**src/rtl/lti_defines.vh**
```
`ifndef LTI_DEFINES_VH
`define LTI_DEFINES_VH
// start and cycle type nibbles
`define LTI_START_TARGET 4'h0
`define LTI_ABORT 4'hF
`define LTI_CT_IO_RD 2'h0
`define LTI_CT_IO_WR 2'h1
`define LTI_CT_DMA_RD 2'h2
`define LTI_CT_DMA_WR 2'h3
`define LTI_SZ_1 2'h0
`define LTI_SZ_2 2'h1
// sync patterns
`define LTI_SYNC_READY 4'h0
`define LTI_SYNC_SHORT 4'h5
`define LTI_SYNC_LONG 4'h6
`define LTI_SYNC_ERROR 4'hA
`define LTI_TAR 4'hF
// decode windows: base, mask of the offset bits
`define LTI_RT_BASE_RST 16'h0A00
`define LTI_RT_MASK 16'h007F
`define LTI_KEY_BASE_RST 16'h0B00
`define LTI_KEY_MASK 16'h001F
`define LTI_KBD_ADDR0 16'h0060
`define LTI_KBD_ADDR1 16'h0064
`define LTI_SYNC_DUE_MAX 3
`endif

```
**src/rtl/lti_stub.v**
```verilog
`timescale 1ns/1ps
`default_nettype none
`default_nettype wire

```
**src/rtl/lti_target.v**
```verilog
// Function
// - every host-visible register is one byte, via I/O or DMA
// - answer only single-byte I/O read/write and allowed DMA; ignore others
// - DMA of one or two bytes accepted; four-byte DMA rejected
// - active-low bus reset resets the bus interface; the power-event output keeps following pme_req
// - drive encoded request line; no clock-run, power-down or SMI retry
// - open-drain power-event output requests wakeup from S3 or deeper
// - on reads, start sync as soon as the cycle is recognised
// - wait sync repeats until ready, then ready sync 0000
// - one wait pattern per cycle, never switching short and long
// - data follows the clock right after the ready sync
// - DMA wait states use sync 0101
// - I/O wait states use sync 0110
// - sync response starts within three clocks of the sync point
// - during reset device ignores frame, floats lines, request high
// - logical devices decoded in relocatable base-relative windows, except keyboard at fixed ports 0060 and 0064
// - one address may select different registers by direction or state
`include "lti_defines.vh"
`timescale 1ns/1ps
`default_nettype none
module lti_target #(
  parameter DMA_CHAN = 3'd2
) (
  input wire core_clk,
  input wire rst,
  input wire lpc_reset_n,
  input wire lframe_n,
  input wire [3:0] lad_in,
  output reg [3:0] lad_out,
  output reg lad_oe,
  output reg ldrq_n,
  input wire [15:0] rt_base,
  input wire [15:0] key_base,
  input wire dma_req,
  input wire dma_size2,
  input wire dma_dir_wr,
  output reg [15:0] reg_addr,
  output reg reg_wr,
  output reg reg_rd,
  output reg [7:0] reg_wdata,
  output reg [1:0] reg_sel,
  output reg reg_dma,
  input wire [7:0] reg_rdata,
  input wire reg_ready,
  input wire pme_req,
  output reg power_event_request_n,
  output reg power_event_oe
);
  localparam S_IDLE = 4'd0;
  localparam S_TYPE = 4'd1;
  localparam S_ADDR = 4'd2;
  localparam S_WDAT = 4'd3;
  localparam S_TAR1 = 4'd4;
  localparam S_SYNC = 4'd5;
  localparam S_RDAT = 4'd6;
  localparam S_TARB = 4'd7;
  localparam S_DCHN = 4'd8;
  localparam S_DSIZ = 4'd9;
  localparam S_SKIP = 4'd10;
  localparam S_TAR2 = 4'd11;

  // three-stage sampling for the pins; stage 1 only feeds stage 2
  reg [5:0] s1_reg, s2_reg, s3_reg;
  reg [5:0] pin_reg;
  wire [5:0] pin_now = (s2_reg == s3_reg) ? s2_reg : pin_reg;
  wire frame_n = pin_now[5];
  wire bus_rst_n = pin_now[4];
  wire [3:0] lad = pin_now[3:0];

  reg [3:0] state_reg;
  reg [1:0] ctype_reg;
  reg [1:0] size_reg;
  reg [2:0] nib_reg;
  reg [1:0] byte_reg;
  reg [7:0] data_reg;
  reg [1:0] due_reg;
  reg [3:0] wait_pat_reg;
  reg [3:0] dreq_reg;
  reg [2:0] dreq_cnt_reg;
  reg dreq_sent_reg;
  reg [1:0] slot_cnt_reg;

  // bus clock is about a quarter of core_clk; slots realign on every frame fall
  // so the mid-slot sample never drifts onto a nibble edge
  wire frame_fall = !pin_now[5] && pin_reg[5];
  wire slot_en = (slot_cnt_reg == 2'h1);

  // decode of the relocatable windows and fixed keyboard ports
  function [1:0] lti_decode;
    input [15:0] a;
    input [15:0] rb;
    input [15:0] kb;
    begin
      if ((a & ~`LTI_RT_MASK) == (rb & ~`LTI_RT_MASK))
        lti_decode = 2'h1;
      else if ((a & ~`LTI_KEY_MASK) == (kb & ~`LTI_KEY_MASK))
        lti_decode = 2'h2;
      else if (a == `LTI_KBD_ADDR0 || a == `LTI_KBD_ADDR1)
        lti_decode = 2'h3;
      else
        lti_decode = 2'h0;
    end
  endfunction

  wire is_dma = ctype_reg[1];
  wire is_rd = (ctype_reg == `LTI_CT_IO_RD) || (ctype_reg == `LTI_CT_DMA_WR);

  // four core clocks per bus slot by wrap of the two-bit counter
  always @(posedge core_clk or posedge rst) begin
    if (rst)
      slot_cnt_reg <= 2'h0;
    else if (frame_fall)
      slot_cnt_reg <= 2'h0;
    else
      slot_cnt_reg <= slot_cnt_reg + 2'h1;
  end

  always @(posedge core_clk or posedge rst) begin
    if (rst) begin
      s1_reg <= 6'h3F;
      s2_reg <= 6'h3F;
      s3_reg <= 6'h3F;
      pin_reg <= 6'h3F;
    end else begin
      s1_reg <= {lframe_n, lpc_reset_n, lad_in};
      s2_reg <= s1_reg;
      s3_reg <= s2_reg;
      pin_reg <= pin_now;
    end
  end

  always @(posedge core_clk or posedge rst) begin
    if (rst) begin
      state_reg <= S_IDLE;
      ctype_reg <= 2'h0;
      size_reg <= 2'h0;
      nib_reg <= 3'h0;
      byte_reg <= 2'h0;
      data_reg <= 8'h00;
      due_reg <= 2'h0;
      wait_pat_reg <= `LTI_SYNC_LONG;
      lad_out <= `LTI_TAR;
      lad_oe <= 1'b0;
      reg_addr <= 16'h0000;
      reg_wr <= 1'b0;
      reg_rd <= 1'b0;
      reg_wdata <= 8'h00;
      reg_sel <= 2'h0;
      reg_dma <= 1'b0;
    end else if (!bus_rst_n) begin
      state_reg <= S_IDLE;
      lad_oe <= 1'b0;
      lad_out <= `LTI_TAR;
      reg_wr <= 1'b0;
      reg_rd <= 1'b0;
    end else begin
      reg_wr <= 1'b0;
      reg_rd <= 1'b0;
      if (slot_en && !frame_n) begin
        // frame low restarts decode; also ends a broken cycle
        lad_oe <= 1'b0;
        state_reg <= (lad == `LTI_START_TARGET) ? S_TYPE : S_IDLE;
      end else if (slot_en) begin
        case (state_reg)
          S_IDLE: lad_oe <= 1'b0;
          S_TYPE: begin
            ctype_reg <= lad[3:2];
            nib_reg <= 3'h0;
            byte_reg <= 2'h0;
            reg_dma <= lad[3];
            // memory and bus-master types carry other encodings
            if (lad[1:0] != 2'h0 || lad[3:2] == 2'h3 && lad[1:0] != 2'h0)
              state_reg <= S_SKIP;
            else if (lad[3])
              state_reg <= S_DCHN;
            else
              state_reg <= S_ADDR;
          end
          S_ADDR: begin
            reg_addr <= {reg_addr[11:0], lad};
            nib_reg <= nib_reg + 3'h1;
            if (nib_reg == 3'h3) begin
              reg_sel <= lti_decode({reg_addr[11:0], lad}, rt_base, key_base);
              if (lti_decode({reg_addr[11:0], lad}, rt_base, key_base) == 2'h0)
                state_reg <= S_SKIP;
              else
                state_reg <= is_rd ? S_TAR1 : S_WDAT;
              nib_reg <= 3'h0;
            end
          end
          S_DCHN: begin
            if (lad[2:0] != DMA_CHAN)
              state_reg <= S_SKIP;
            else
              state_reg <= S_DSIZ;
          end
          S_DSIZ: begin
            size_reg <= lad[1:0];
            if (lad[1:0] != `LTI_SZ_1 && lad[1:0] != `LTI_SZ_2)
              state_reg <= S_SKIP;
            else
              state_reg <= is_rd ? S_TAR1 : S_WDAT;
          end
          S_WDAT: begin
            data_reg <= {lad, data_reg[7:4]};
            nib_reg <= nib_reg + 3'h1;
            if (nib_reg[0]) begin
              nib_reg <= 3'h0;
              state_reg <= S_TAR1;
            end
          end
          S_TAR1: begin
            nib_reg <= nib_reg + 3'h1;
            if (nib_reg[0]) begin
              nib_reg <= 3'h0;
              due_reg <= 2'h0;
              // one wait pattern fixed for the cycle
              wait_pat_reg <= is_dma ? `LTI_SYNC_SHORT : `LTI_SYNC_LONG;
              if (is_rd)
                reg_rd <= 1'b1;
              else begin
                reg_wdata <= data_reg;
                reg_wr <= 1'b1;
              end
              state_reg <= S_SYNC;
            end
          end
          S_SYNC: begin
            lad_oe <= 1'b1;
            if (reg_ready) begin
              lad_out <= `LTI_SYNC_READY;
              data_reg <= reg_rdata;
              state_reg <= is_rd ? S_RDAT : S_TARB;
            end else begin
              // wait sync driven from the first sync clock, well inside the due window
              lad_out <= wait_pat_reg;
              if (due_reg != 2'd`LTI_SYNC_DUE_MAX)
                due_reg <= due_reg + 2'h1;
            end
          end
          S_RDAT: begin
            lad_out <= nib_reg[0] ? data_reg[7:4] : data_reg[3:0];
            nib_reg <= nib_reg + 3'h1;
            if (nib_reg[0]) begin
              nib_reg <= 3'h0;
              state_reg <= S_TARB;
            end
          end
          S_TARB: begin
            if (is_dma && size_reg == `LTI_SZ_2 && byte_reg == 2'h0) begin
              // second byte of a two-byte DMA transfer
              byte_reg <= 2'h1;
              lad_oe <= 1'b0;
              reg_addr <= reg_addr + 16'h0001;
              // device-sourced byte needs a fresh fetch and sync; host-sourced sends data
              state_reg <= is_rd ? S_TAR1 : S_WDAT;
              if (is_rd) begin
                nib_reg <= 3'h1;
              end
            end else begin
              lad_out <= `LTI_TAR;
              state_reg <= S_TAR2;
            end
          end
          S_TAR2: begin
            lad_oe <= 1'b0;
            state_reg <= S_IDLE;
          end
          S_SKIP: lad_oe <= 1'b0;
          default: state_reg <= S_IDLE;
        endcase
      end
    end
  end

  // encoded request: start 0, channel msb first, active bit, then idle high
  always @(posedge core_clk or posedge rst) begin
    if (rst) begin
      ldrq_n <= 1'b1;
      dreq_reg <= 4'h0;
      dreq_cnt_reg <= 3'h0;
      dreq_sent_reg <= 1'b0;
    end else if (!bus_rst_n) begin
      ldrq_n <= 1'b1;
      dreq_cnt_reg <= 3'h0;
      // host forgot the request level in reset, so it is sent again afterwards
      dreq_sent_reg <= 1'b0;
    end else if (!slot_en) begin
      ldrq_n <= ldrq_n;
    end else if (dreq_cnt_reg != 3'h0) begin
      ldrq_n <= dreq_reg[3];
      dreq_reg <= {dreq_reg[2:0], 1'b1};
      dreq_cnt_reg <= dreq_cnt_reg - 3'h1;
    end else if (dma_req != dreq_sent_reg) begin
      ldrq_n <= 1'b0;
      dreq_reg <= {DMA_CHAN, dma_req};
      dreq_sent_reg <= dma_req;
      dreq_cnt_reg <= 3'h4;
    end else
      ldrq_n <= 1'b1;
  end

  // open drain: drive low only, otherwise release
  always @(posedge core_clk or posedge rst) begin
    if (rst) begin
      power_event_request_n <= 1'b0;
      power_event_oe <= 1'b0;
    end else begin
      power_event_request_n <= 1'b0;
      power_event_oe <= pme_req;
    end
  end
endmodule // lti_target
`default_nettype wire

```
**config.mk**
```make
export PLATFORM = sky130hd
export DESIGN_NAME = lti_target
export DESIGN_NICKNAME = d
export VERILOG_FILES = /design/src/rtl/lti_stub.v /design/src/rtl/lti_target.v
export VERILOG_INCLUDE_DIRS = /design/src /design/src/rtl
export SDC_FILE = /design/constraint.sdc
export NUM_CORES = 1
export LEC_CHECK = 0
export BUFFER_PORTS_ARGS = -buffer_cell sky130_fd_sc_hd__buf_2
export CAP_MARGIN = 10
export CORE_MARGIN = 5
export CORE_UTILIZATION = 30
export CTS_CLUSTER_DIAMETER = 80
export DETAILED_ROUTE_END_ITERATION = 10
export HOLD_SLACK_MARGIN = 0.12
export PLACE_DENSITY_LB_ADDON = 0.05
export SLEW_MARGIN = 20
export SYNTH_ARGS = -nofsm -noshare
export SYNTH_HDL_FRONTEND = slang
export SYNTH_SLANG_ARGS = --single-unit
```
**constraint.sdc**
```tcl
create_clock -name core_clk -period 3.65 [get_ports core_clk]
set_input_delay 0.1825 -clock core_clk [delete_from_list [all_inputs] [get_ports core_clk]]
set_output_delay 0.1825 -clock core_clk [all_outputs]
set_load 0.02 [all_outputs]
```
### Word level (Yosys, flattened, before mapping)

Cells that the tools add are included.

* flip-flop bits (word level): 95
* latch bits: 0
* RAM bits: 0
* ROM bits: 0
* input port bits: 53
* output and inout bits: 37
* word-level logic and storage cells: 192
* memories kept: 0

* $add $sub $neg: 4
* multiply operators: 0
* div/mod/pow operators: 0
* $lt $le $gt $ge: 0
* eq/ne operators: 43
* shift-type cells: 0
* mux-type cells: 78
* bitwise logic cells: 2
* reduce and logical (&&, ||, !) cells: 40

Operators by type and width (number)
* $mux W4: 21
* $pmux W4 S10: 1
* $eq A16 B7 Y1 const B: 2
* $pmux W16 S2: 1
* $mux W3: 9
* $mux W1: 26
* $reduce_and A5 Y1: 5
* $mux W2: 12
* $ne A4 B4 Y1 const B: 6
* $add A16 B1 Y16 const B: 1
* $eq A4 B3 Y1 const B: 4
* $eq A4 B4 Y1 const B: 4
* $mux W16: 1
* $pmux W8 S2: 1
* $pmux W3 S4: 1
* $pmux W4 S3: 1
* $reduce_and A4 Y1: 3
* $reduce_and A6 Y1: 2
* $eq A11 B11 Y1: 1
* $ne A2 B2 Y1 const B: 5
* $reduce_bool A2 Y1: 5
* $eq A9 B9 Y1: 1
* $reduce_and A3 Y1: 3
* $eq A4 B2 Y1 const B: 2
* 31 further kinds: 49

### Depth between registers and ports, before layout

* depth in word-level cells: 19
* mapped depth: 10
* depth with buffers taken out: 8

### Least setup slack after synthesis

No wires, ideal clock.

* path type: flip-flop to flip-flop
* start: reg s2_reg[0]
* end: reg state_reg[3]
* setup time: 0.129 ns
* arrival time: 2.310 ns
* data required time: 3.521 ns
* slack: 1.210 ns
* cell stages (with the launch flop): 9
* path buffers: 1
* clock period less this slack: 2.440 ns
* cells stage by stage: dfstp_2 -> xor2_1 -> or3_1 -> clkbuf_2 -> or4_4 -> a211oi_2 -> o32ai_2 -> a2111oi_2 -> o2bb2ai_1

* longest elaborated chain between the ends: 19
* elaborated cells between the ends (all ways): 39
* those cells by class: eq/ne (12); mux (18); reduce/logical (9)

RTL lines
* start: declaration: line lti_target.v:63 `reg [5:0] s1_reg, s2_reg, s3_reg;`
* start signal: assignment: line lti_target.v:126 `s2_reg <= s1_reg;`
* $eq A6 B6 Y1: line lti_target.v:65 `wire [5:0] pin_now = (s2_reg == s3_reg) ? s2_reg : pin_reg;`
* $mux W6 (*): line lti_target.v:65
* $eq A16 B7 Y1 (no source line)
* $logic_or A1 B1 Y1 (no source line)
* $mux W2: line lti_target.v:98 `` else if (a == `LTI_KBD_ADDR0 || a == `LTI_KBD_ADDR1) ``
* $mux W2: line lti_target.v:96 `` else if ((a & ~`LTI_KEY_MASK) == (kb & ~`LTI_KEY_MASK)) ``
* $mux W2: line lti_target.v:94 `` if ((a & ~`LTI_RT_MASK) == (rb & ~`LTI_RT_MASK)) ``
* $mux W2: line lti_target.v:182 `if (nib_reg == 3'h3) begin`
* [3 not listed]
* $mux W2: line lti_target.v:150 `end else if (!bus_rst_n) begin`
* $logic_not A2 Y1: line lti_target.v:184 `if (lti_decode({reg_addr[11:0], lad}, rt_base, key_base) == 2'h0)`
* $mux W4: line lti_target.v:184
* $mux W4: line lti_target.v:182
* $pmux W4 S10: line lti_target.v:164 `case (state_reg)`
* $mux W4: line lti_target.v:163 `end else if (slot_en) begin`
* $mux W4: line lti_target.v:159 `if (slot_en && !frame_n) begin`
* $mux W4: line lti_target.v:150
* end signal: assignment: line lti_target.v:162 `` state_reg <= (lad == `LTI_START_TARGET) ? S_TYPE : S_IDLE; ``
* end signal: assignment: line lti_target.v:187 `state_reg <= is_rd ? S_TAR1 : S_WDAT;`
* end signal: assignment: line lti_target.v:202 `state_reg <= is_rd ? S_TAR1 : S_WDAT;`
* end: declaration: line lti_target.v:70 `reg [3:0] state_reg;`

Mark *: on every way between the ends. The rest lies on a longest branch, timed or not. The select of a mux whose other input is x is not followed.
A chain may end at the register's enable or synchronous reset.

### Worst setup path after layout

* start: reg s2_reg[0]
* end: reg reg_sel[1]

* elaborated cells between the ends (all ways): 12
* those cells by class: eq/ne (3); mux (4); bitwise (1); reduce/logical (4)

RTL lines
* $eq A6 B6 Y1: line lti_target.v:65
* $mux W6: line lti_target.v:65
* via pin_now[4]: line lti_target.v:65
* $reduce_and A5 Y1 (no source line)
* end signal: assignment: line lti_target.v:183 `reg_sel <= lti_decode({reg_addr[11:0], lad}, rt_base, key_base);`
* end: declaration: line lti_target.v:41 `output reg [1:0] reg_sel,`

The timed path passes the listed nets, and every way through them passes these cells.

==> flow_summary.yaml <==
die:
  pin_count: 90
  design.die.area_mm2: 0.0190
  initial_utilization: 0.307
  floorplan.die.height_um: 138
  placeableCoreArea_mm2: 0.0160
  fp.dieW_um: 138
  placementRows: 46
worst_setup_path:
  worstPathCellList: "xor2_1 > nor3_1 > nand2_2 > mux2i_4 > clkinv_1 > nand4_1 > mux2_2"
  reg2regPathDepth: 7
  crit_buf_inv: 1
  timing.critical_path.slowest_stage_cell: "sky130_fd_sc_hd__dfstp_2"
  critical-path-top-delay-family: "simple AND/OR/NAND/NOR gates"
  timing.critical_path.from_type: "flop"
  rrSetupSlack_ns: 0.81
  cp-startpoint: "s2_reg[0]"
  cp_data_arrival_time_ns: 3.07
  worstSetupEndpointType: "flop"
  criticalPathCategory: "flop to flop"
  crit_required_ns: 3.88
  critical_path.reg2reg.startpoint: "s2_reg[0]"
  regToRegEndpoint: "reg_sel[1]"
  crit_path_max_incr_delay_ns: 0.57
  path_max_fanout: 10
yosys:
  synthesis.yosys.warnings: 0
  synth_enable_flop_cells: 0
  yosys.area_share.xor_xnor: 0.0499
  synthCells: 517
  syn-num-nets: 578
  synth_top_family_by_area: "compound AO/OA/AOI/OAI gates"
  mux_contribution_to_synthesized_area: 0.0611
  adder_cell_area_share_of_the_yosys_netlist: 0.0204
  synth_top_flop_cell: "sky130_fd_sc_hd__dfrtp_1"
  netlist-cell-type-count: 67
  synth_compound_gate_area_share: 0.185
  yosys.area_share.simple: 0.172
  synth.avg_cell_area_um2: 9.51
  postSynthRegisterBits: 91
  async_s_r_ff_share_synth: 1.00
  ys_seq_area_frac: 0.471
  netlist_area_mm2: 0.00492
global_route:
  global_route_wire_length_before_repair_mm: 22.5
  grt_remaining_overflow: 0
  grt_start_max_net_pins: 45
  groute.usage.overall: 0.143
  antenna_found_initial: 0
  first_global_vias: 4167
cells_and_area:
  max_ffs_per_register: 16
  nets: 658
  area_growth_pct: 21.4
  final_cells: 818
  diode_count: 0
  drive_gt1_frac: 0.254
  layout.cells.most_common: "sky130_fd_sc_hd__buf_2"
  final_util: 0.373
  most-common-layout-cells: "sky130_fd_sc_hd__buf_2 (74), sky130_fd_sc_hd__dfrtp_1 (61), sky130_fd_sc_hd__nand2_1 (45), sky130_fd_sc_hd__nor2_1 (45), sky130_fd_sc_hd__a21oi_1 (42)"
  fillCellCount: 1708
placed_design:
  numPlacedInstances: 790
  portBuffers: 74
  hpwl_mm: 9.98
  finalWeightedCongestion: 0.846
sta:
  worst-slew-pin-transition_ns: 1.00
  finalSetupViolCount: 0
  finalMaxSlewViolations: 0
  post-route-period-util: 0.779
  finalHoldViolCount: 0
  slew_headroom: 0.326
  finalWorstPathRequiredPeriod_ns: 2.84
  skew_ns: 0.00737
  final_sum_of_negative_setup_slack_ns: 0
  max_freq_mhz: 352
  timing.hold.ws_ns: 0.140
  grt_setup_unrepaired: "false"
power:
  p_leak_nw: 2.62
  fin_total_pwr_w: 0.00251
  powerDensity_mw_per_mm2: 421
  ir_worst_vdd_mv: 0.208
cts:
  cts.htree.levels: 3
  insertion_delay_ns: 0.35
  clk_transition_reported_paths_ns: 0.06
  cts_sinks: 91
  cts_resized: 0
  ctsRootBufferMaster: "sky130_fd_sc_hd__clkbuf_16"
  cts_made_buffers: 9
  tritoncts_clock_tree: "yes"
  cts.path.max_buffers: 2
worst_hold_path:
  hp-start: "reg_rdata[7]"
  worst_hold_path.endpoint: "data_reg[7]"
  hold_class: "input pin to flop"
  holdPathStages: 3
detailed_routing:
  detail_route.drc_violations: 0
  route.vias.total: 4130
  drt-wirelength-per-cell_um: 16.5
  postRouteAntennaNets: 0
  drtPass1Iterations: 4
  detail_route.wirelength_mm: 13.5
  vias_per_cell: 5.05
  drt-initial-drc-count: 189
outcome:
  run_status: "finished clean"
flow_run:
  max_cap_viol_count: 0
[logic make-up after synthesis]
logic type,count (synthesis)
compound gates,141
xor+xnor,28
fa+ha+maj,8
buf+inv,52
flops,91
mux,27
other cells,1
simple gates,169
[cells in the mapped netlist, drive strengths merged (4+ instances only)]
| library cell | number | area [um2] |
|---|---|---|
| o21ai | 38 | 190 |
| a21oi | 43 | 219 |
| nand2 | 46 | 175 |
| a2111oi | 4 | 41.3 |
| ha | 8 | 100 |
| inv | 22 | 82.6 |
| mux2 | 14 | 158 |
| dfrtp | 61 | 1530 |
| nor2b | 7 | 43.8 |
| a2bb2oi | 4 | 35.0 |
| and3 | 5 | 31.3 |
| o2bb2ai | 5 | 43.8 |
| nand3 | 16 | 80.1 |
| nand2b | 7 | 43.8 |
| dfstp | 30 | 788 |
| o32ai | 4 | 42.6 |
| nor3 | 11 | 55.1 |
| mux2i | 13 | 143 |
| xor2 | 17 | 149 |
| xnor2 | 11 | 96.3 |
| a211oi | 5 | 42.5 |
| o22ai | 10 | 62.6 |
| nor2 | 45 | 169 |
| nand4 | 6 | 37.5 |
| clkbuf | 25 | 95.1 |
| nor4 | 10 | 77.6 |
[through the flow]
stage,setup WS (ns),instance area (um2)
after floorplan,1.15,4920
after global placement,0.802,5540
after detailed placement,0.780,5540
after CTS,0.766,5970
after global routing,0.587,5970
final,0.808,5970
[worst max path at each step]
stage / endpoint / cells past startpoint
after floorplan: byte_reg[0] / 1
after global placement: reg_sel[1] / 7
after detailed placement: reg_sel[1] / 7
after CTS: reg_sel[1] / 7
after global routing: reg_sel[1] / 7
final: reg_sel[1] / 7
[per-layer routing]
metal  wire length (um)  vias to the layer above  global-route usage
li1                   -                     2018                   -
met1               6480                     2022               0.198
met2               6380                       84               0.227
met3                537                        6              0.0266
met4                112                        0              0.0504
met5                  0                        -                   0
[where the power goes]
group / internal, W / switching, W / leakage, nW
logic: 0.000134 / 0.000262 / 1.32
clock network: 0.000603 / 0.000392 / 0.151
registers: 0.00108 / 0.0000332 / 1.15
[timing repair]
| item | 4_1_cts | 5_1_grt |
|---|---|---|
| setup buffers | 0 | 0 |
| endpoints found under the hold margin | 32 | 0 |
| hold buffers | 12 | 0 |
[final cells by class]
class | instances | area (um2) | area share
repair buffers | 97 | 573 | 0.0961
multi-input cells | 374 | 2400 | 0.403
clock buffers | 12 | 236 | 0.0396
inverters | 24 | 92.6 | 0.0155
well taps | 216 | 270 | 0.0453
flip-flops and latches | 91 | 2310 | 0.388
clock inverters | 4 | 73.8 | 0.0124
[worst min-delay path: stages]
cell	delay, ns
sky130_fd_sc_hd__buf_2	0.08
sky130_fd_sc_hd__mux2i_1	0.05
sky130_fd_sc_hd__o21ai_0	0.13
Power figures use the tool's default switching activity.
